--- config.mk ---
export PLATFORM = sky130hd
export DESIGN_NAME = rcdpll_core
export DESIGN_NICKNAME = d
export VERILOG_FILES = /design/src/verilog/rcdpll_pkg.sv /design/src/verilog/rcdpll_divider.sv /design/src/verilog/rcdpll_skid.sv /design/src/verilog/rcdpll_core.sv
export SDC_FILE = /design/constraint.sdc
export NUM_CORES = 1
export LEC_CHECK = 0
export ABC_AREA = 0
export BUFFER_PORTS_ARGS = -buffer_cell sky130_fd_sc_hd__buf_4
export CAP_MARGIN = 20
export CORE_ASPECT_RATIO = 0.8
export CORE_UTILIZATION = 50
export CTS_CLUSTER_SIZE = 14
export DETAILED_ROUTE_END_ITERATION = 16
export PLACE_DENSITY = 0.74
export SLEW_MARGIN = 20
export SYNTH_ARGS = -nofsm -noshare
export SYNTH_HDL_FRONTEND = slang
export SYNTH_SLANG_ARGS = --single-unit
--- constraint.sdc ---
create_clock -name clk_i -period 8.26 [get_ports clk_i]
set_input_delay 1.652 -clock clk_i [delete_from_list [all_inputs] [get_ports clk_i]]
set_output_delay 1.652 -clock clk_i [all_outputs]
set_load 0.05 [all_outputs]
--- src/verilog/rcdpll_pkg.sv ---
package rcdpll_pkg;
  // register map
  localparam logic [7:0] ADDR_PHASE_ERROR = 8'h38;
  localparam logic [7:0] ADDR_FILL_OFFSET = 8'hCD;
  localparam logic [7:0] ADDR_FRAC_SCALE = 8'hD5;
  localparam logic [7:0] ADDR_INT_SCALE = 8'hD7;
  localparam logic [7:0] ADDR_LOOP_GAIN = 8'hD8;
  localparam logic [7:0] ADDR_CONTROL_ONE = 8'hE5;
  localparam logic [7:0] ADDR_CONTROL_FIVE = 8'hE9;
  localparam logic [7:0] ADDR_RX_RESET = 8'hF1;
  localparam logic [7:0] ADDR_CONTROL_SEVEN = 8'hF4;
  // reset values
  localparam logic [7:0] RST_FILL_OFFSET = 8'h40;
  localparam logic [7:0] RST_FRAC_SCALE = 8'h00;
  localparam logic [7:0] RST_INT_SCALE = 8'h06;
  localparam logic [7:0] RST_LOOP_GAIN = 8'h34;
  localparam logic [7:0] RST_CONTROL_ONE = 8'h08;
  localparam logic [7:0] RST_CONTROL_FIVE = 8'h01;
  localparam logic [7:0] RST_CONTROL_SEVEN = 8'h00;
  // field positions
  localparam int MULT_LSB = 0;
  localparam int MULT_MSB = 1;
  localparam int BYPASS_BIT = 2;
  localparam int DIV_LSB = 3;
  localparam int DIV_MSB = 7;
  localparam int LOOP_OPEN_BIT = 0;
  localparam int INIT_MODE_BIT = 0;
  localparam int GAIN_PROP_LSB = 0;
  localparam int GAIN_PROP_MSB = 3;
  localparam int GAIN_INT_LSB = 4;
  localparam int GAIN_INT_MSB = 7;
  // sizes and timing
  localparam int FIFO_DEPTH = 185;
  localparam int PHASE_LIMIT = 511;
  localparam int PCM_FRAME_BITS = 9264;
  localparam logic [17:0] NCO_STEP = 18'h00100;
  localparam logic [17:0] NCO_MIN_PERIOD = 18'h00200;
  typedef enum logic [2:0] {
    ST_WAIT = 3'b001,
    ST_FILL = 3'b010,
    ST_RUN = 3'b100
  } rcdpll_state_type;
endpackage : rcdpll_pkg

--- src/verilog/rcdpll_divider.sv ---
`timescale 1ns/10ps
module rcdpll_divider #(
  parameter int WIDTH = 5
) (
  input wire logic clk_i,
  input wire logic resetn_i,
  input wire logic [WIDTH-1:0] div_i,
  output logic tick_o
);
  logic [WIDTH-1:0] cnt_ff;
  logic last;

  // a divide value of zero behaves as one
  assign last = (div_i == '0) || (cnt_ff >= div_i - 1'b1);
  assign tick_o = last;

  always_ff @(posedge clk_i) begin
    if (!resetn_i) begin
      cnt_ff <= '0;
    end else if (last) begin
      cnt_ff <= '0;
    end else begin
      cnt_ff <= cnt_ff + 1'b1;
    end
  end
endmodule : rcdpll_divider

--- src/verilog/rcdpll_skid.sv ---
`timescale 1ns/10ps
module rcdpll_skid #(
  parameter int WIDTH = 1
) (
  input wire logic clk_i,
  input wire logic resetn_i,
  input wire logic flush_i,
  input wire logic in_valid_i,
  output logic in_ready_o,
  input wire logic [WIDTH-1:0] in_data_i,
  output logic out_valid_o,
  input wire logic out_ready_i,
  output logic [WIDTH-1:0] out_data_o
);
  logic [WIDTH-1:0] mem_ff [0:1];
  logic wptr_ff;
  logic rptr_ff;
  logic [1:0] count_ff;
  logic push;
  logic pop;

  assign in_ready_o = (count_ff != 2'h2);
  assign out_valid_o = (count_ff != 2'h0);
  assign out_data_o = mem_ff[rptr_ff];
  assign push = in_valid_i && in_ready_o;
  assign pop = out_valid_o && out_ready_i;

  always_ff @(posedge clk_i) begin
    if (push) begin
      mem_ff[wptr_ff] <= in_data_i;
    end
  end

  always_ff @(posedge clk_i) begin
    if (!resetn_i || flush_i) begin
      wptr_ff <= 1'b0;
      rptr_ff <= 1'b0;
      count_ff <= 2'h0;
    end else begin
      if (push) begin
        wptr_ff <= ~wptr_ff;
      end
      if (pop) begin
        rptr_ff <= ~rptr_ff;
      end
      if (push && !pop) begin
        count_ff <= count_ff + 2'h1;
      end else if (pop && !push) begin
        count_ff <= count_ff - 2'h1;
      end
    end
  end
endmodule : rcdpll_skid

--- src/verilog/rcdpll_core.sv ---
`timescale 1ns/10ps
// Function
// [RQ1] pcm sync lags line frame by offset
// [RQ2] line writes fifo during offset before reads
// [RQ3] software offset covers overhead, delay, variance
// [RQ4] software offset stays below depth limits
// [RQ5] offset applied only at receiver reset
// [RQ6] receive clock synthesized from fast clock
// [RQ7] fast clock source from multiplier, bypass
// [RQ8] loop mode bit picks open/closed
// [RQ9] closed loop nominal from integer, fraction
// [RQ10] closed loop adjusts phase from filter
// [RQ11] error measured pcm sync to line frame
// [RQ12] error counted in divided count clock
// [RQ13] error register updates at line frame
// [RQ14] error beyond 511 reinitializes detector
// [RQ15] type two filter, gain sets bandwidth
// [RQ16] open loop ignores detector error
// [RQ17] reset register is write-only strobe
module rcdpll_core
  #(
  parameter int FRAME_BITS = rcdpll_pkg::PCM_FRAME_BITS,
  parameter int DEPTH = rcdpll_pkg::FIFO_DEPTH
) (
  input wire logic clk_i,
  input wire logic resetn_i,
  input wire logic [7:0] mpu_addr_i,
  input wire logic mpu_wr_i,
  input wire logic mpu_rd_i,
  input wire logic [7:0] mpu_wdata_i,
  output logic [7:0] mpu_rdata_o,
  input wire logic line_frame_i,
  input wire logic line_valid_i,
  input wire logic line_bit_i,
  output logic line_ready_o,
  output logic pcm_clk_o,
  output logic pcm_sync_o,
  output logic pcm_valid_o,
  input wire logic pcm_ready_i,
  output logic pcm_data_o,
  output logic [1:0] analog_multiplier_setting_o,
  output logic analog_bypass_setting_o
);
  import rcdpll_pkg::*;

  // pin synchronisers
  logic frame_s1_ff, frame_s2_ff, frame_d_ff;
  logic valid_s1_ff, valid_s2_ff;
  logic bit_s1_ff, bit_s2_ff;
  logic line_frame;

  always_ff @(posedge clk_i) begin
    if (!resetn_i) begin
      frame_s1_ff <= 1'b0;
      frame_s2_ff <= 1'b0;
      frame_d_ff <= 1'b0;
      valid_s1_ff <= 1'b0;
      valid_s2_ff <= 1'b0;
      bit_s1_ff <= 1'b0;
      bit_s2_ff <= 1'b0;
    end else begin
      frame_s1_ff <= line_frame_i;
      frame_s2_ff <= frame_s1_ff;
      frame_d_ff <= frame_s2_ff;
      valid_s1_ff <= line_valid_i;
      valid_s2_ff <= valid_s1_ff;
      bit_s1_ff <= line_bit_i;
      bit_s2_ff <= bit_s1_ff;
    end
  end

  assign line_frame = frame_s2_ff && !frame_d_ff;

  // register file
  logic [7:0] fill_offset_ff;
  logic [7:0] frac_scale_ff;
  logic [7:0] int_scale_ff;
  logic [7:0] loop_gain_ff;
  logic [7:0] control_one_ff;
  logic [7:0] control_five_ff;
  logic [7:0] control_seven_ff;
  logic [7:0] phase_error_ff;
  logic [7:0] rdata_ff;
  logic [7:0] nxt_rdata;
  logic rx_reset_cmd;

  always_ff @(posedge clk_i) begin
    if (!resetn_i) begin
      fill_offset_ff <= RST_FILL_OFFSET;
      frac_scale_ff <= RST_FRAC_SCALE;
      int_scale_ff <= RST_INT_SCALE;
      loop_gain_ff <= RST_LOOP_GAIN;
      control_one_ff <= RST_CONTROL_ONE;
      control_five_ff <= RST_CONTROL_FIVE;
      control_seven_ff <= RST_CONTROL_SEVEN;
    end else if (mpu_wr_i) begin
      if (mpu_addr_i == ADDR_FILL_OFFSET) begin
        fill_offset_ff <= mpu_wdata_i;
      end else if (mpu_addr_i == ADDR_FRAC_SCALE) begin
        frac_scale_ff <= mpu_wdata_i;
      end else if (mpu_addr_i == ADDR_INT_SCALE) begin
        int_scale_ff <= mpu_wdata_i;
      end else if (mpu_addr_i == ADDR_LOOP_GAIN) begin
        loop_gain_ff <= mpu_wdata_i;
      end else if (mpu_addr_i == ADDR_CONTROL_ONE) begin
        control_one_ff <= mpu_wdata_i;
      end else if (mpu_addr_i == ADDR_CONTROL_FIVE) begin
        control_five_ff <= mpu_wdata_i;
      end else if (mpu_addr_i == ADDR_CONTROL_SEVEN) begin
        control_seven_ff <= mpu_wdata_i;
      end
    end
  end

  assign rx_reset_cmd = mpu_wr_i && (mpu_addr_i == ADDR_RX_RESET); // RQ17

  always_comb begin
    nxt_rdata = 8'h00;
    if (mpu_addr_i == ADDR_PHASE_ERROR) begin
      nxt_rdata = phase_error_ff;
    end else if (mpu_addr_i == ADDR_FILL_OFFSET) begin
      nxt_rdata = fill_offset_ff;
    end else if (mpu_addr_i == ADDR_FRAC_SCALE) begin
      nxt_rdata = frac_scale_ff;
    end else if (mpu_addr_i == ADDR_INT_SCALE) begin
      nxt_rdata = int_scale_ff;
    end else if (mpu_addr_i == ADDR_LOOP_GAIN) begin
      nxt_rdata = loop_gain_ff;
    end else if (mpu_addr_i == ADDR_CONTROL_ONE) begin
      nxt_rdata = control_one_ff;
    end else if (mpu_addr_i == ADDR_CONTROL_FIVE) begin
      nxt_rdata = control_five_ff;
    end else if (mpu_addr_i == ADDR_CONTROL_SEVEN) begin
      nxt_rdata = control_seven_ff;
    end
  end

  always_ff @(posedge clk_i) begin
    if (!resetn_i) begin
      rdata_ff <= 8'h00;
    end else if (mpu_rd_i) begin
      rdata_ff <= nxt_rdata;
    end
  end

  assign mpu_rdata_o = rdata_ff;
  // clock source selection drives the analog multiplier pins
  assign analog_multiplier_setting_o = control_one_ff[MULT_MSB:MULT_LSB]; // RQ7
  assign analog_bypass_setting_o = control_one_ff[BYPASS_BIT]; // RQ7

  logic loop_open;
  assign loop_open = control_five_ff[LOOP_OPEN_BIT]; // RQ8

  // numeric oscillator: period in 1/256 fast-clock cycles
  logic signed [11:0] adjust_ff;
  logic [17:0] nominal;
  logic [17:0] eff_period;
  logic [17:0] nco_sum;
  logic [17:0] acc_ff;
  logic [17:0] acc_next;
  logic [17:0] acc_rem;
  logic nco_tick;
  logic pcm_clk_ff;
  logic bit_tick;

  always_comb begin
    nominal = {2'b00, int_scale_ff, frac_scale_ff}; // RQ9 RQ6
    if (loop_open) begin
      nco_sum = nominal; // RQ16
    end else begin
      nco_sum = nominal + {{6{adjust_ff[11]}}, adjust_ff}; // RQ10
    end
    eff_period = nco_sum;
    if (nco_sum[17] || nco_sum < NCO_MIN_PERIOD) begin
      eff_period = NCO_MIN_PERIOD;
    end
  end

  assign acc_next = acc_ff + NCO_STEP;
  assign acc_rem = acc_next - eff_period;
  assign nco_tick = (acc_next >= eff_period);
  assign bit_tick = nco_tick && pcm_clk_ff;

  always_ff @(posedge clk_i) begin
    if (!resetn_i) begin
      acc_ff <= 18'h00000;
      pcm_clk_ff <= 1'b0;
    end else if (nco_tick) begin
      // a period cut mid-count must not give back-to-back ticks
      acc_ff <= (acc_rem < NCO_STEP) ? acc_rem : 18'h00000;
      pcm_clk_ff <= ~pcm_clk_ff;
    end else begin
      acc_ff <= acc_next;
    end
  end

  assign pcm_clk_o = pcm_clk_ff;

  // frame alignment
  rcdpll_state_type state_ff;
  logic [7:0] offset_lat_ff;
  logic [7:0] offset_cnt_ff;
  logic [13:0] bit_cnt_ff;
  logic sync_evt;
  logic sync_ff;
  logic restart;
  logic pd_restart;
  logic fill_done;
  logic frame_wrap;

  assign restart = rx_reset_cmd || pd_restart;
  assign fill_done = bit_tick && (offset_cnt_ff + 8'h01 >= offset_lat_ff);
  assign frame_wrap = bit_tick &&
    (bit_cnt_ff == 14'(FRAME_BITS - 1));

  always_comb begin
    sync_evt = 1'b0;
    case (state_ff)
      ST_WAIT: sync_evt = line_frame && (offset_lat_ff == 8'h00);
      ST_FILL: sync_evt = fill_done; // RQ1
      ST_RUN: sync_evt = frame_wrap;
      default: sync_evt = 1'b0;
    endcase
  end

  always_ff @(posedge clk_i) begin
    if (!resetn_i) begin
      offset_lat_ff <= RST_FILL_OFFSET;
    end else if (rx_reset_cmd) begin
      offset_lat_ff <= fill_offset_ff; // RQ5
    end
  end

  always_ff @(posedge clk_i) begin
    if (!resetn_i || restart) begin
      state_ff <= ST_WAIT;
      offset_cnt_ff <= 8'h00;
      bit_cnt_ff <= 14'h0000;
    end else begin
      case (state_ff)
        ST_WAIT: begin
          offset_cnt_ff <= 8'h00;
          bit_cnt_ff <= 14'h0000;
          if (line_frame) begin
            state_ff <= (offset_lat_ff == 8'h00) ? ST_RUN : ST_FILL;
          end
        end
        ST_FILL: begin
          if (fill_done) begin
            state_ff <= ST_RUN; // RQ2
          end else if (bit_tick) begin
            offset_cnt_ff <= offset_cnt_ff + 8'h01;
          end
        end
        ST_RUN: begin
          if (frame_wrap) begin
            bit_cnt_ff <= 14'h0000;
          end else if (bit_tick) begin
            bit_cnt_ff <= bit_cnt_ff + 14'h0001;
          end
        end
        default: state_ff <= ST_WAIT;
      endcase
    end
  end

  always_ff @(posedge clk_i) begin
    if (!resetn_i) begin
      sync_ff <= 1'b0;
    end else begin
      sync_ff <= sync_evt && !restart; // RQ5
    end
  end

  assign pcm_sync_o = sync_ff;

  // receive elastic fifo, one bit per entry
  logic mem_ff [0:DEPTH-1];
  logic [7:0] wptr_ff;
  logic [7:0] rptr_ff;
  logic [7:0] level_ff;
  logic push;
  logic pop;
  logic skid_ready;
  logic fifo_full;

  assign fifo_full = (level_ff == 8'(DEPTH));
  assign line_ready_o = (state_ff != ST_WAIT) && !fifo_full;
  assign push = valid_s2_ff && line_ready_o; // RQ2
  assign pop = (state_ff == ST_RUN) && bit_tick && (level_ff != 8'h00) &&
    skid_ready;

  always_ff @(posedge clk_i) begin
    if (push) begin
      mem_ff[wptr_ff] <= bit_s2_ff;
    end
  end

  always_ff @(posedge clk_i) begin
    if (!resetn_i || restart || state_ff == ST_WAIT) begin
      wptr_ff <= 8'h00;
      rptr_ff <= 8'h00;
      level_ff <= 8'h00;
    end else begin
      if (push) begin
        wptr_ff <= (wptr_ff == 8'(DEPTH - 1)) ? 8'h00 : wptr_ff + 8'h01;
      end
      if (pop) begin
        rptr_ff <= (rptr_ff == 8'(DEPTH - 1)) ? 8'h00 : rptr_ff + 8'h01;
      end
      if (push && !pop) begin
        level_ff <= level_ff + 8'h01;
      end else if (pop && !push) begin
        level_ff <= level_ff - 8'h01;
      end
    end
  end

  // output buffer absorbs a stall by the pcm receiver
  rcdpll_skid #(
    .WIDTH(1)
  ) u_skid (
    .clk_i(clk_i),
    .resetn_i(resetn_i),
    .flush_i(restart),
    .in_valid_i(pop),
    .in_ready_o(skid_ready),
    .in_data_i(mem_ff[rptr_ff]),
    .out_valid_o(pcm_valid_o),
    .out_ready_i(pcm_ready_i),
    .out_data_o(pcm_data_o)
  );

  // phase detector on the divided count clock
  logic count_tick;
  logic [17:0] pd_cnt_ff;
  logic [17:0] pd_ref_ff;
  logic pd_ref_valid_ff;
  logic signed [18:0] pd_err;
  logic pd_over;
  logic pd_update;

  rcdpll_divider #(
    .WIDTH(DIV_MSB - DIV_LSB + 1)
  ) u_count_div (
    .clk_i(clk_i),
    .resetn_i(resetn_i),
    .div_i(control_one_ff[DIV_MSB:DIV_LSB]),
    .tick_o(count_tick)
  ); // RQ12

  always_ff @(posedge clk_i) begin
    if (!resetn_i || sync_evt) begin
      pd_cnt_ff <= 18'h00000; // RQ11
    end else if (count_tick && pd_cnt_ff != 18'h3FFFF) begin
      pd_cnt_ff <= pd_cnt_ff + 18'h00001; // RQ12
    end
  end

  assign pd_update = line_frame && (state_ff == ST_RUN);
  assign pd_err = $signed({1'b0, pd_cnt_ff}) - $signed({1'b0, pd_ref_ff});
  assign pd_over = pd_ref_valid_ff &&
    (pd_err > 19'sd511 || pd_err < -19'sd511); // RQ14
  assign pd_restart = pd_update && pd_over &&
    control_seven_ff[INIT_MODE_BIT]; // RQ14

  always_ff @(posedge clk_i) begin
    if (!resetn_i || rx_reset_cmd || state_ff != ST_RUN) begin
      pd_ref_ff <= 18'h00000;
      pd_ref_valid_ff <= 1'b0;
    end else if (pd_update && (!pd_ref_valid_ff || pd_over)) begin
      pd_ref_ff <= pd_cnt_ff; // RQ14
      pd_ref_valid_ff <= 1'b1;
    end
  end

  always_ff @(posedge clk_i) begin
    if (!resetn_i) begin
      phase_error_ff <= 8'h00;
    end else if (pd_update) begin
      if (!pd_ref_valid_ff || pd_over) begin
        phase_error_ff <= 8'h00;
      end else if (pd_err > 19'sd127) begin
        phase_error_ff <= 8'h7F; // RQ13
      end else if (pd_err < -19'sd128) begin
        phase_error_ff <= 8'h80;
      end else begin
        phase_error_ff <= pd_err[7:0]; // RQ13
      end
    end
  end

  // type two loop filter: proportional plus integral path
  logic signed [18:0] integ_ff;
  logic signed [18:0] prop;
  logic signed [18:0] integ_step;
  logic signed [19:0] filt_sum;
  logic [4:0] int_shift;
  logic err_ok;

  assign err_ok = pd_update && pd_ref_valid_ff && !pd_over;
  assign int_shift = {1'b0, loop_gain_ff[GAIN_INT_MSB:GAIN_INT_LSB]} +
    {1'b0, loop_gain_ff[GAIN_PROP_MSB:GAIN_PROP_LSB]};
  assign prop = pd_err >>> loop_gain_ff[GAIN_PROP_MSB:GAIN_PROP_LSB];
  assign integ_step = pd_err >>> int_shift; // RQ15
  assign filt_sum = {prop[18], prop} + {integ_ff[18], integ_ff} +
    {integ_step[18], integ_step};

  always_ff @(posedge clk_i) begin
    if (!resetn_i || loop_open || restart) begin
      integ_ff <= 19'sd0; // RQ16
      adjust_ff <= 12'sd0;
    end else if (err_ok) begin
      integ_ff <= integ_ff + integ_step; // RQ15
      if (filt_sum > 20'sd2047) begin
        adjust_ff <= 12'sd2047;
      end else if (filt_sum < -20'sd2048) begin
        adjust_ff <= -12'sd2048;
      end else begin
        adjust_ff <= filt_sum[11:0]; // RQ10
      end
    end
  end
endmodule : rcdpll_core

# Yosys cells after proc, flatten, opt, wreduce, memory -nomap -nowiden

Memory sizes are Yosys's and may differ from the RTL's. A register that Yosys moved wholly into a read port is not among the register bits.
Cells that the tools add are included.

Register bits: 233
RAM bits: 187
Input port bits: 24
Output and inout port bits: 16
Word-level logic and storage cells: 214
Memories kept: 2

Memory list:

| name          | words | width | rd ports | clocked after memory_dff | wr ports | RTL line           | text |
|---|---|---|---|---|---|---|---|
| mem_ff        | 185   | 1     | 1        | 1                        | 1        | rcdpll_core.sv:278 | `logic mem_ff [0:DEPTH-1];` |
| u_skid.mem_ff | 2     | 1     | 1        | 1                        | 1        | rcdpll_skid.sv:15  | `logic [WIDTH-1:0] mem_ff [0:1];` |

$add $sub $neg: 19
Order comparisons: 11
Equal/unequal tests: 25
Shifts and indexed selects: 2
Multiplexer cells: 42
Bitwise logic cells: 11
Reduce and logical (&&, ||, !) cells: 67

Operators with widths:

| cell                  | number |
|---|---|
| $mux 8                | 19 |
| $eq 8x8->1 const B    | 11 |
| $mux 18               | 4 |
| $add 8x1->8 const B   | 4 |
| $mux 14               | 2 |
| $pmux 14 s2           | 1 |
| $logic_and 1x1->1     | 26 |
| $mux 12               | 2 |
| $add 19x19->20        | 1 |
| $add 20x20->20        | 1 |
| $gt 20x12->1 const B  | 1 |
| $lt 20x12->1 const B  | 1 |
| $add 19x19->19        | 1 |
| $gt 19x10->1 const B  | 1 |
| $gt 19x8->1 const B   | 1 |
| $lt 19x10->1 const B  | 1 |
| $lt 19x8->1 const B   | 1 |
| $sshr 19x4->19        | 1 |
| $sshr 19x5->19        | 1 |
| $sub 18x18->19        | 1 |
| $add 17x12->18        | 1 |
| $add 18x1->18 const B | 1 |
| $add 18x9->18 const B | 1 |
| $ge 18x18->1          | 1 |
| 42 further kinds      | 92 |

# Depth between registers and ports, before layout

Gate-level depths: netlist of run 1.

Word-level depth: 15
Gate-level depth with buffers: 40

# Cells and area by module

A second synthesis of run 1 with hierarchy kept.

Cell total of the unflattened synthesis: 2,804
Area, all modules: 26,390.3 µm²

By module, submodules not included:

| module         | times used | cells an instance | area an instance (µm²) | seq. area each (µm²) |
|---|---|---|---|---|
| rcdpll_core    | 1          | 2,735             | 25,697.1               | 10,199.8 |
| rcdpll_divider | 1          | 41                | 392.9                  | 100.1 |
| rcdpll_skid    | 1          | 28                | 300.3                  | 160.2 |

# Least setup slack after synthesis of run 1

OpenSTA, ideal clock, no wires.

Path kind: register to register
From: reg frac_scale_ff[1]
To: reg level_ff[7]
Library setup time: 0.117 ns
Arrival: 7.422 ns
Slack: 0.721 ns
Stages on the path, launching flop included: 39
Buffers on the path: 2
Clock period less this slack: 7.539 ns
Cell sequence: dfxtp_1 -> ha_1 -> a21o_1 -> a21o_1 -> a2111oi_0 -> or3_1 -> nand3_1 -> and3_1 -> nor3_1 -> a211oi_1 -> or4_1 -> o31a_1 -> clkbuf_1 -> nor2b_1 -> ha_1 -> fa_1 -> nor2b_1 -> o21ai_0 -> [... 3 more ...] -> o211ai_1 -> a211oi_1 -> nor3_1 -> clkbuf_1 -> inv_1 -> ha_1 -> inv_1 -> ha_1 -> a21o_1 -> a21oi_1 -> o21bai_1 -> a21oi_1 -> o21bai_1 -> a21oi_1 -> xnor2_1 -> nor2_1 -> xnor2_1 -> nor2_1

Longest elaborated chain between the ends: 13
Elaborated cells between the ends (all ways): 15
Those cells by class: add/sub (1); order compare (2); mux (3); reduce/logical (9)

RTL lines:

| item                                               | RTL line           | text |
|---|---|---|
| start, declared                                    | rcdpll_core.sv:76  | `logic [7:0] frac_scale_ff;` |
| start signal, assigned                             | rcdpll_core.sv:100 | `frac_scale_ff <= mpu_wdata_i;` |
| $add 17x12->18                                     | rcdpll_core.sv:171 | `nco_sum = nominal + {{6{adjust_ff[11]}}, adjust_ff};` |
| $mux 18 *                                          | rcdpll_core.sv:168 | `if (loop_open) begin` |
| $lt 18x10->1                                       | rcdpll_core.sv:174 | `if (nco_sum[17] \|\| nco_sum < NCO_MIN_PERIOD) begin` |
| $logic_or 1x1->1                                   | rcdpll_core.sv:174 |  |
| $mux 18 *                                          | rcdpll_core.sv:174 |  |
| $ge 18x18->1 *                                     | rcdpll_core.sv:181 | `assign nco_tick = (acc_next >= eff_period);` |
| $logic_and 1x1->1 *                                | rcdpll_core.sv:182 | `assign bit_tick = nco_tick && pcm_clk_ff;` |
| $logic_and 1x1->1 * (3 in a row)                   | rcdpll_core.sv:290 | `assign pop = (state_ff == ST_RUN) && bit_tick && (level_ff != 8'h00) &&` |
| $logic_not 1->1                                    | rcdpll_core.sv:311 | `if (push && !pop) begin` |
| $logic_and 1x1->1                                  | rcdpll_core.sv:311 |  |
| $mux 8 / $reduce_bool 2->1 (equally long branches) | --                 |  |
| end signal, assigned                               | rcdpll_core.sv:312 | `level_ff <= level_ff + 8'h01;` |
| end signal, assigned                               | rcdpll_core.sv:314 | `level_ff <= level_ff - 8'h01;` |
| end, declared                                      | rcdpll_core.sv:281 | `logic [7:0] level_ff;` |

Every way passes the cells marked *; elsewhere a longest branch is shown, timed or not.
A chain may end at the register's enable or synchronous reset.

# Worst setup path after layout of run 1

From: reg frac_scale_ff[0]
To: reg level_ff[7]

The elaborated chain is that of the path after synthesis.

==> out/results.tsv, run 1 <==
stage	metric	value	unit
synth	synth_top_cell_area_share	22.0	%
finish	fin_util	55.7	%
drt	avgRoutedWirePerCell	18.8	µm
worst_hold_path	worstHoldPathCells	1	
placement	dp_hpwl	45200	µm
synth	synthesis.nets	2928	
global_routing	grt_max_degree	102	
synth	synth_area_leader_cell	edfxtp_1	
global_routing	antenna_found_initial	0	
finish	diodes	0	
global_routing	grt_pass1_wl	105000	µm
timing	hold_viol_final	0	
power_and_ir_drop	clock_power_share	41.1	%
worst_setup_path	worstSetupPathType	reg2reg	
synth	syn_area_per_cell	9.26	µm²
finish	fillers	4381	
worst_setup_path	startpoint_type	flip-flop	
drt	drc	0	
synth	ys_ff_latch	429	
power_and_ir_drop	powerDensity	180	mW/mm²
power_and_ir_drop	swShare	27.3	%
synth	async_flop_share	0	%
clocking	cts_buffers	45	
synth	synthCells	2754	
power_and_ir_drop	seqPwrFrac	44.9	%
worst_setup_path	cp_common_cell	ha_1	
synth	yosysMostFrequentCell	nor2_1	
finish	regArea	0.0105	mm²
timing	fmax	128	MHz
finish	area_growth	9.28	%
timing	period_needed	7.79	ns
drt	via_per_inst	6.01	
worst_setup_path	cp.arrival	8.26	ns
worst_hold_path	hold_path_class	reg2reg	
placement	port_buffers	39	
power_and_ir_drop	ir_drop	0.000143	V
floorplan	dieArea	0.0519	mm²
placement	place_congestion	0.943	
worst_setup_path	cp_max_fo	7	
outcome	outcome	completed	
worst_setup_path	worstRegToRegCells	38	
clocking	postCtsSetupRepairBufs	0	
timing	rsz0062_at_grt	true	
clocking	clk_latency	0.60	ns
worst_setup_path	crit_slowest_cell	fa_1	
floorplan	rows	73	
drt	drtIter0Drc	2064	
finish	nNetsFinal	2904	
timing	fin_ws	0.465	ns
finish	multi_input_area	0.0141	mm²
finish	drive_above_1_share	9.29	%
clocking	cts_tree	built	
synth	yosysUniqueCellTypes	88	
worst_setup_path	rrSetupSlack	0.47	ns
clocking	cts.sinks	429	
floorplan	die_y	204	µm
timing	drv_slew	0	
synth	netlist_area	0.0255	mm²
drt	wl	64500	µm
clocking	holdBufCountCts	0	
floorplan	core	0.0501	mm²
clocking	cts_root_buf	clkbuf_16	
floorplan	die_width	255	µm
synth	ys_seq_area_share	41.0	%
floorplan	start_util	51.0	%
timing	fin_crit_sh	94.4	%
timing	max_slew_margin	32.7	%
power_and_ir_drop	p_sw	1.37	mW
global_routing	grt_pass1_vias	19773	
placement	place_ws	0.228	ns
timing	setup_viol_count_final	0	
floorplan	pin_count	40	
worst_setup_path	critPathCaptureType	flip-flop	
power_and_ir_drop	p_int	3.64	mW
power_and_ir_drop	pwr-share-comb	14.0	%
worst_setup_path	cpPeakStageDelay	0.42	ns
synth	yosys_warnings	0	
synth	synthTopCellsByArea	edfxtp_1 22%, dfxtp_1 19%, nor2_1 7.2%	
timing	clock_skew	0.0301	ns
synth	synth_common_cells	489 x nor2_1, 262 x nand2_1, 242 x dfxtp_1	
drt	antenna_left	0	
worst_setup_path	cp.required	8.73	ns
clocking	cts_max_path_buffers	3	
synth	synth_edf_count	187	
global_routing	gr-total-overflow	0	
drt	drt_first_pass_iters	7	
clocking	clk_pin_slew	0.06	ns
timing	worst_slew_pin_slew	1.01	ns
clocking	htreeDepth	2	
power_and_ir_drop	p_leak	10.5	nW
synth	synth-main-ff-cell	dfxtp_1	
flow_run	max_cap_viol_count	0	
global_routing	grt.total_usage	25.1	%
drt	vias	20664	
## placed cells by master, fill, tap and decap left out, drive strengths merged, types with 80 or more instances in the layout
master and count:
nor2 495, nand2 262, dfxtp 242, edfxtp 187, a21oi 155, ha 125, o21ai 125, inv 120
mux2i 119, xnor2 80
## registers in the layout (all words and copies together) (netlist names), 12 cells and up, named ones only
| name | cells |
|---|---|
| mem_ff | 185 |
| integ_ff | 19 |
| acc_ff | 18 |
| pd_cnt_ff | 18 |
| pd_ref_ff | 18 |
| bit_cnt_ff | 14 |
| adjust_ff | 12 |
## metrics by stage
step / instances / power, mW / area (µm²) / hold WS (ns) / TNS (ns)
2_1_floorplan: 2754 / 2.79 / 25500 / 0.412 / 0
3_3_place_gp: 3358 / 2.96 / 26300 / 0.414 / 0
3_5_place_dp: 3358 / 2.98 / 26300 / 0.421 / 0
4_1_cts: 3441 / 5.02 / 27800 / 0.436 / 0
5_1_grt: 3441 / 5.20 / 27900 / 0.442 / -0.0408
6_report: 3441 / 5.01 / 27900 / 0.431 / 0
## logic make-up after synthesis
family / synth area share (%)
xor+xnor: 4.60
mux: 10.5
compound gates: 12.6
other cells: 0.0147
buf+inv: 3.92
fa+ha+maj: 8.09
simple gates: 19.2
flops: 41.0
## path summary, 6_finish.rpt
check                                              startpoint                  endpoint
worst max-delay path            frac_scale_ff[0]$_SDFFE_PN0P_  level_ff[7]$_SDFFE_PP0P_
worst max register to register  frac_scale_ff[0]$_SDFFE_PN0P_  level_ff[7]$_SDFFE_PP0P_
worst min-delay path                     bit_s1_ff$_SDFF_PN0_      bit_s2_ff$_SDFF_PN0_
worst min register to register           bit_s1_ff$_SDFF_PN0_      bit_s2_ff$_SDFF_PN0_
## power groups by stage
stage	clock (mW)	sequential, mW	combinational, mW
final	2.06	2.25	0.702
after global routing	2.17	2.25	0.770
after global placement	0	2.29	0.670
after floorplan	0	2.30	0.491
after CTS	2.08	2.25	0.690
after detailed placement	0	2.30	0.685
## what timing repair did
action,in CTS,in global routing
hold endpoints to repair,0,0
endpoints found under the setup margin,0,15
gates resized for setup,0,13
## critical path: cells and delay by family, from the launching register on
| family | cells | cell delay, ns |
|---|---|---|
| buf+inv | 3 | 0.35 |
| mux | 1 | 0.37 |
| compound gates | 19 | 3.56 |
| flops | 1 | 0.34 |
| xor+xnor | 2 | 0.31 |
| simple gates | 7 | 1.16 |
| fa+ha+maj | 6 | 1.57 |
## layer usage
layer | vias to the layer above | GRT usage [%] | part of all wire [%]
met5 | - | 0 | 0
met4 | 0 | 6.63 | 2.2
met3 | 94 | 4.43 | 7.7
met2 | 735 | 38.6 | 45
met1 | 10104 | 36.4 | 45
li1 | 9731 | - | -
## layout make-up
type / count / share of cell area, %
Multi-Input combinational cell: 2071 / 50.7
Clock inverter: 22 / 0.978
Sequential cell: 429 / 37.6
Clock buffer: 61 / 4.36
Timing Repair Buffer: 66 / 1.78
Inverter: 117 / 1.58
Tap cell: 675 / 3.03
(Power assumes the default switching activity.)
==> run 2, diff against run 1 <==
--- a/config.mk
+++ b/config.mk
@@ -5,7 +5,7 @@
 export SDC_FILE = /design/constraint.sdc
 export NUM_CORES = 1
 export LEC_CHECK = 0
-export ABC_AREA = 0
+export ABC_AREA = 1
 export BUFFER_PORTS_ARGS = -buffer_cell sky130_fd_sc_hd__buf_4
 export CAP_MARGIN = 20
 export CORE_ASPECT_RATIO = 0.8
==> constraint.sdc (replaced) <==
create_clock -name clk_i -period 9.6 [get_ports clk_i]
set_input_delay 1.92 -clock clk_i [delete_from_list [all_inputs] [get_ports clk_i]]
set_output_delay 1.92 -clock clk_i [all_outputs]
set_load 0.05 [all_outputs]
==> run 2 against run 1 <==
Compared with the run above: via count up 23%; first-iteration DRC count grew 40%; combinational power down 18%; final cell count increased by 32%; worst setup slack improved by 2.3 ns; critical path type unchanged; largest power group unchanged.
==> out/results.tsv, run 2 <==
stage	metric	value	unit	change
clocking	cts.sinks	429		unchanged
finish	largest_register	mem_ff		
power_and_ir_drop	powerDensity	148	mW/mm²	-17%
finish	drive_above_1_share	6.76	%	-2.5 points
finish	nNetsFinal	3966		+37%
worst_setup_path	crit_slowest_cell	ha_1		
synth	synth_common_cells	855 x nand2_1, 547 x nor2_1, 411 x inv_1		
finish	fillers	5126		+17%
timing	rsz0062_at_grt	false		
timing	max_slew_margin	31.0	%	-1.7 points
worst_setup_path	cpPeakStageDelay	0.46	ns	+0.04 ns
drt	drc	0		unchanged
clocking	cts-resized-gates	0		unchanged
clocking	clk_pin_slew	0.07	ns	about the same
placement	place_congestion	1.01		+7.4%
global_routing	grt_pass1_vias	22276		+13%
drt	avgRoutedWirePerCell	16.6	µm	-12%
finish	area_growth	8.04	%	
worst_setup_path	startpoint_type	flip-flop		
synth	async_flop_share	0	%	unchanged
synth	synth_top_cell_area_share	20.3	%	-1.7 points
floorplan	die_y	212	µm	+4.0%
timing	worst_slew_pin_slew	1.03	ns	+0.0219 ns
worst_setup_path	cp.arrival	7.35	ns	-0.91 ns
clocking	cts_buffers	46		+2.2%
timing	period_needed	6.87	ns	-0.922 ns
power_and_ir_drop	p_leak	13.0	nW	+24%
drt	vias	25471		+23%
timing	holdWs	0.423	ns	-0.00779 ns
finish	regArea	0.0105	mm²	about the same
clocking	holdBufCountCts	0		unchanged
synth	synth-main-ff-cell	dfxtp_1		
worst_setup_path	worstSetupPathType	reg2reg		
drt	antenna_left	0		unchanged
timing	setup_viol_count_final	0		unchanged
worst_setup_path	cp_common_cell	nand2_1		
drt	drtIter0Drc	2886		+40%
power_and_ir_drop	p_total	4.43	mW	-12%
drt	via_per_inst	5.62		-6.4%
timing	fin_tns_setup	0	ns	unchanged
synth	yosysMostFrequentCell	nand2_1		
finish	reg.largest.list	mem_ff (185), integ_ff (19)		
clocking	cts_max_path_buffers	3		unchanged
worst_setup_path	reg2reg_from	frac_scale_ff[0]$_SDFFE_PN0P_		
worst_hold_path	hold_start	bit_s1_ff$_SDFF_PN0_		
global_routing	gr-total-overflow	0		unchanged
timing	hold_viol_final	0		unchanged
clocking	cts_tree	built		
finish	diodes	0		unchanged
floorplan	die_width	265	µm	+4.0%
outcome	outcome	completed		
timing	fmax	146	MHz	+13%
timing	drv_slew	0		unchanged
placement	port_buffers	39		unchanged
synth	synthesis.nets	4015		+37%
synth	synthTopCellsByArea	edfxtp_1 20%, dfxtp_1 18%, nand2_1 12%		
clocking	postCtsSetupRepairBufs	0		unchanged
clocking	cts_root_buf	clkbuf_16		
power_and_ir_drop	ir_drop	0.000151	V	+5.8%
finish	largest_register_ffs	185		unchanged
synth	ys_ff_latch	429		unchanged
finish	final_common_cell	nand2_1		
synth	yosys_warnings	0		unchanged
flow_run	max_cap_viol_count	0		unchanged
floorplan	dieArea	0.0562	mm²	+8.2%
synth	synthCells	3841		+39%
synth	netlist_area	0.0276	mm²	+8.3%
floorplan	rows	76		+4.1%
floorplan	start_util	51.0	%	about the same
worst_setup_path	cp_max_fo	17		+10
timing	fin_crit_sh	71.6	%	-23 points
finish	layout_common_cells	855 x nand2_1, 547 x nor2_1, 409 x inv_1		
synth	yosysUniqueCellTypes	63		-28%
synth	syn_area_per_cell	7.19	µm²	-22%
global_routing	antenna_found_initial	1		+1
worst_hold_path	hold_path_class	reg2reg		
clocking	htreeDepth	2		unchanged
global_routing	grt.total_usage	26.4	%	+1.3 points
global_routing	met2_usage	38.6	%	about the same
global_routing	busiest_layer	met1		
floorplan	core	0.0542	mm²	+8.3%
synth	synth_edf_count	187		unchanged
floorplan	pin_count	40		unchanged
global_routing	grtUsageMet3	4.54	%	+0.11 points
global_routing	grt_pass1_wl	120000	µm	+14%
timing	clock_skew	0.0452	ns	+0.0150 ns
worst_setup_path	cp.required	10.08	ns	+1.35 ns
global_routing	met1_usage	39.8	%	+3.4 points
worst_setup_path	critPathCaptureType	flip-flop		
clocking	clk_latency	0.62	ns	+0.02 ns
drt	wl	75100	µm	+16%
placement	dp_hpwl	53300	µm	+18%
drt	drt_first_pass_iters	10		+3
finish	multi_input_area	0.0149	mm²	+5.2%
worst_setup_path	cp-startpoint	frac_scale_ff[0]$_SDFFE_PN0P_		
global_routing	grt_max_degree	94		-7.8%
synth	ys_seq_area_share	37.9	%	-3.1 points
synth	synth_area_leader_cell	edfxtp_1		
-- run 2: worst max-delay path: cells and delay by family (launching register included) --
kind / cells / cell delay, ns
AND/OR/NAND/NOR: 23 / 2.73
adder cells (fa/ha/maj): 5 / 1.73
AO/OA/AOI/OAI: 6 / 1.11
buffers and inverters: 6 / 0.65
flip-flops: 1 / 0.37
XOR/XNOR: 1 / 0.14
-- run 2: worst paths after layout --
kind	cells past startpoint	end	slack, ns
worst min-delay path	2	bit_s2_ff$_SDFF_PN0_	0.42
worst max-delay path	41	level_ff[6]$_SDFFE_PP0P_	2.73
worst max register to register	41	level_ff[6]$_SDFFE_PP0P_	2.73
worst min register to register	2	bit_s2_ff$_SDFF_PN0_	0.42
-- run 2: per-layer routing --
| layer | routed length [µm] | vias to the layer above |
|---|---|---|
| li1 | - | 12643 |
| met5 | 13 | - |
| met4 | 1700 | 2 |
| met3 | 7260 | 120 |
| met1 | 35100 | 11641 |
| met2 | 31000 | 1065 |
-- run 2: metrics by stage --
| step | utilization, % | instance area, µm² | cells | setup WS, ns |
|---|---|---|---|---|
| global placement | 52.1 | 28200 | 4446 | 2.90 |
| global route | 55.1 | 29800 | 4532 | 1.86 |
| finish | 55.1 | 29800 | 4532 | 2.73 |
| detailed placement | 52.1 | 28200 | 4446 | 2.78 |
| CTS | 55.1 | 29800 | 4532 | 2.79 |
| floorplan | - | 27600 | 3841 | 3.70 |
-- run 2: layout make-up --
| cell class | instances | share of cell area, % |
|---|---|---|
| inverters | 432 | 5.45 |
| clock buffers | 56 | 4.15 |
| flip-flops and latches | 429 | 35.1 |
| repair buffers | 51 | 1.28 |
| clock inverters | 30 | 1.27 |
| multi-input cells | 2832 | 49.9 |
| well taps | 702 | 2.94 |
-- run 2: logic make-up (layout without fill, tap and decap cells) --
kind of cell	Yosys count	count (layout)	share of synthesized area (%)
AO/OA/AOI/OAI	719	719	14.6
other	1	1	0.0136
buffers and inverters	580	569	8.28
flip-flops	429	429	37.9
adder cells (fa/ha/maj)	150	150	7.47
XOR/XNOR	93	93	2.95
AND/OR/NAND/NOR	1861	1861	28.5
multiplexers	8	8	0.294
-- run 2: power by group --
group          internal, mW  switching [mW]
logic                 0.179           0.399
clock network          1.10           0.804
registers              1.92          0.0262
total                  3.20            1.23
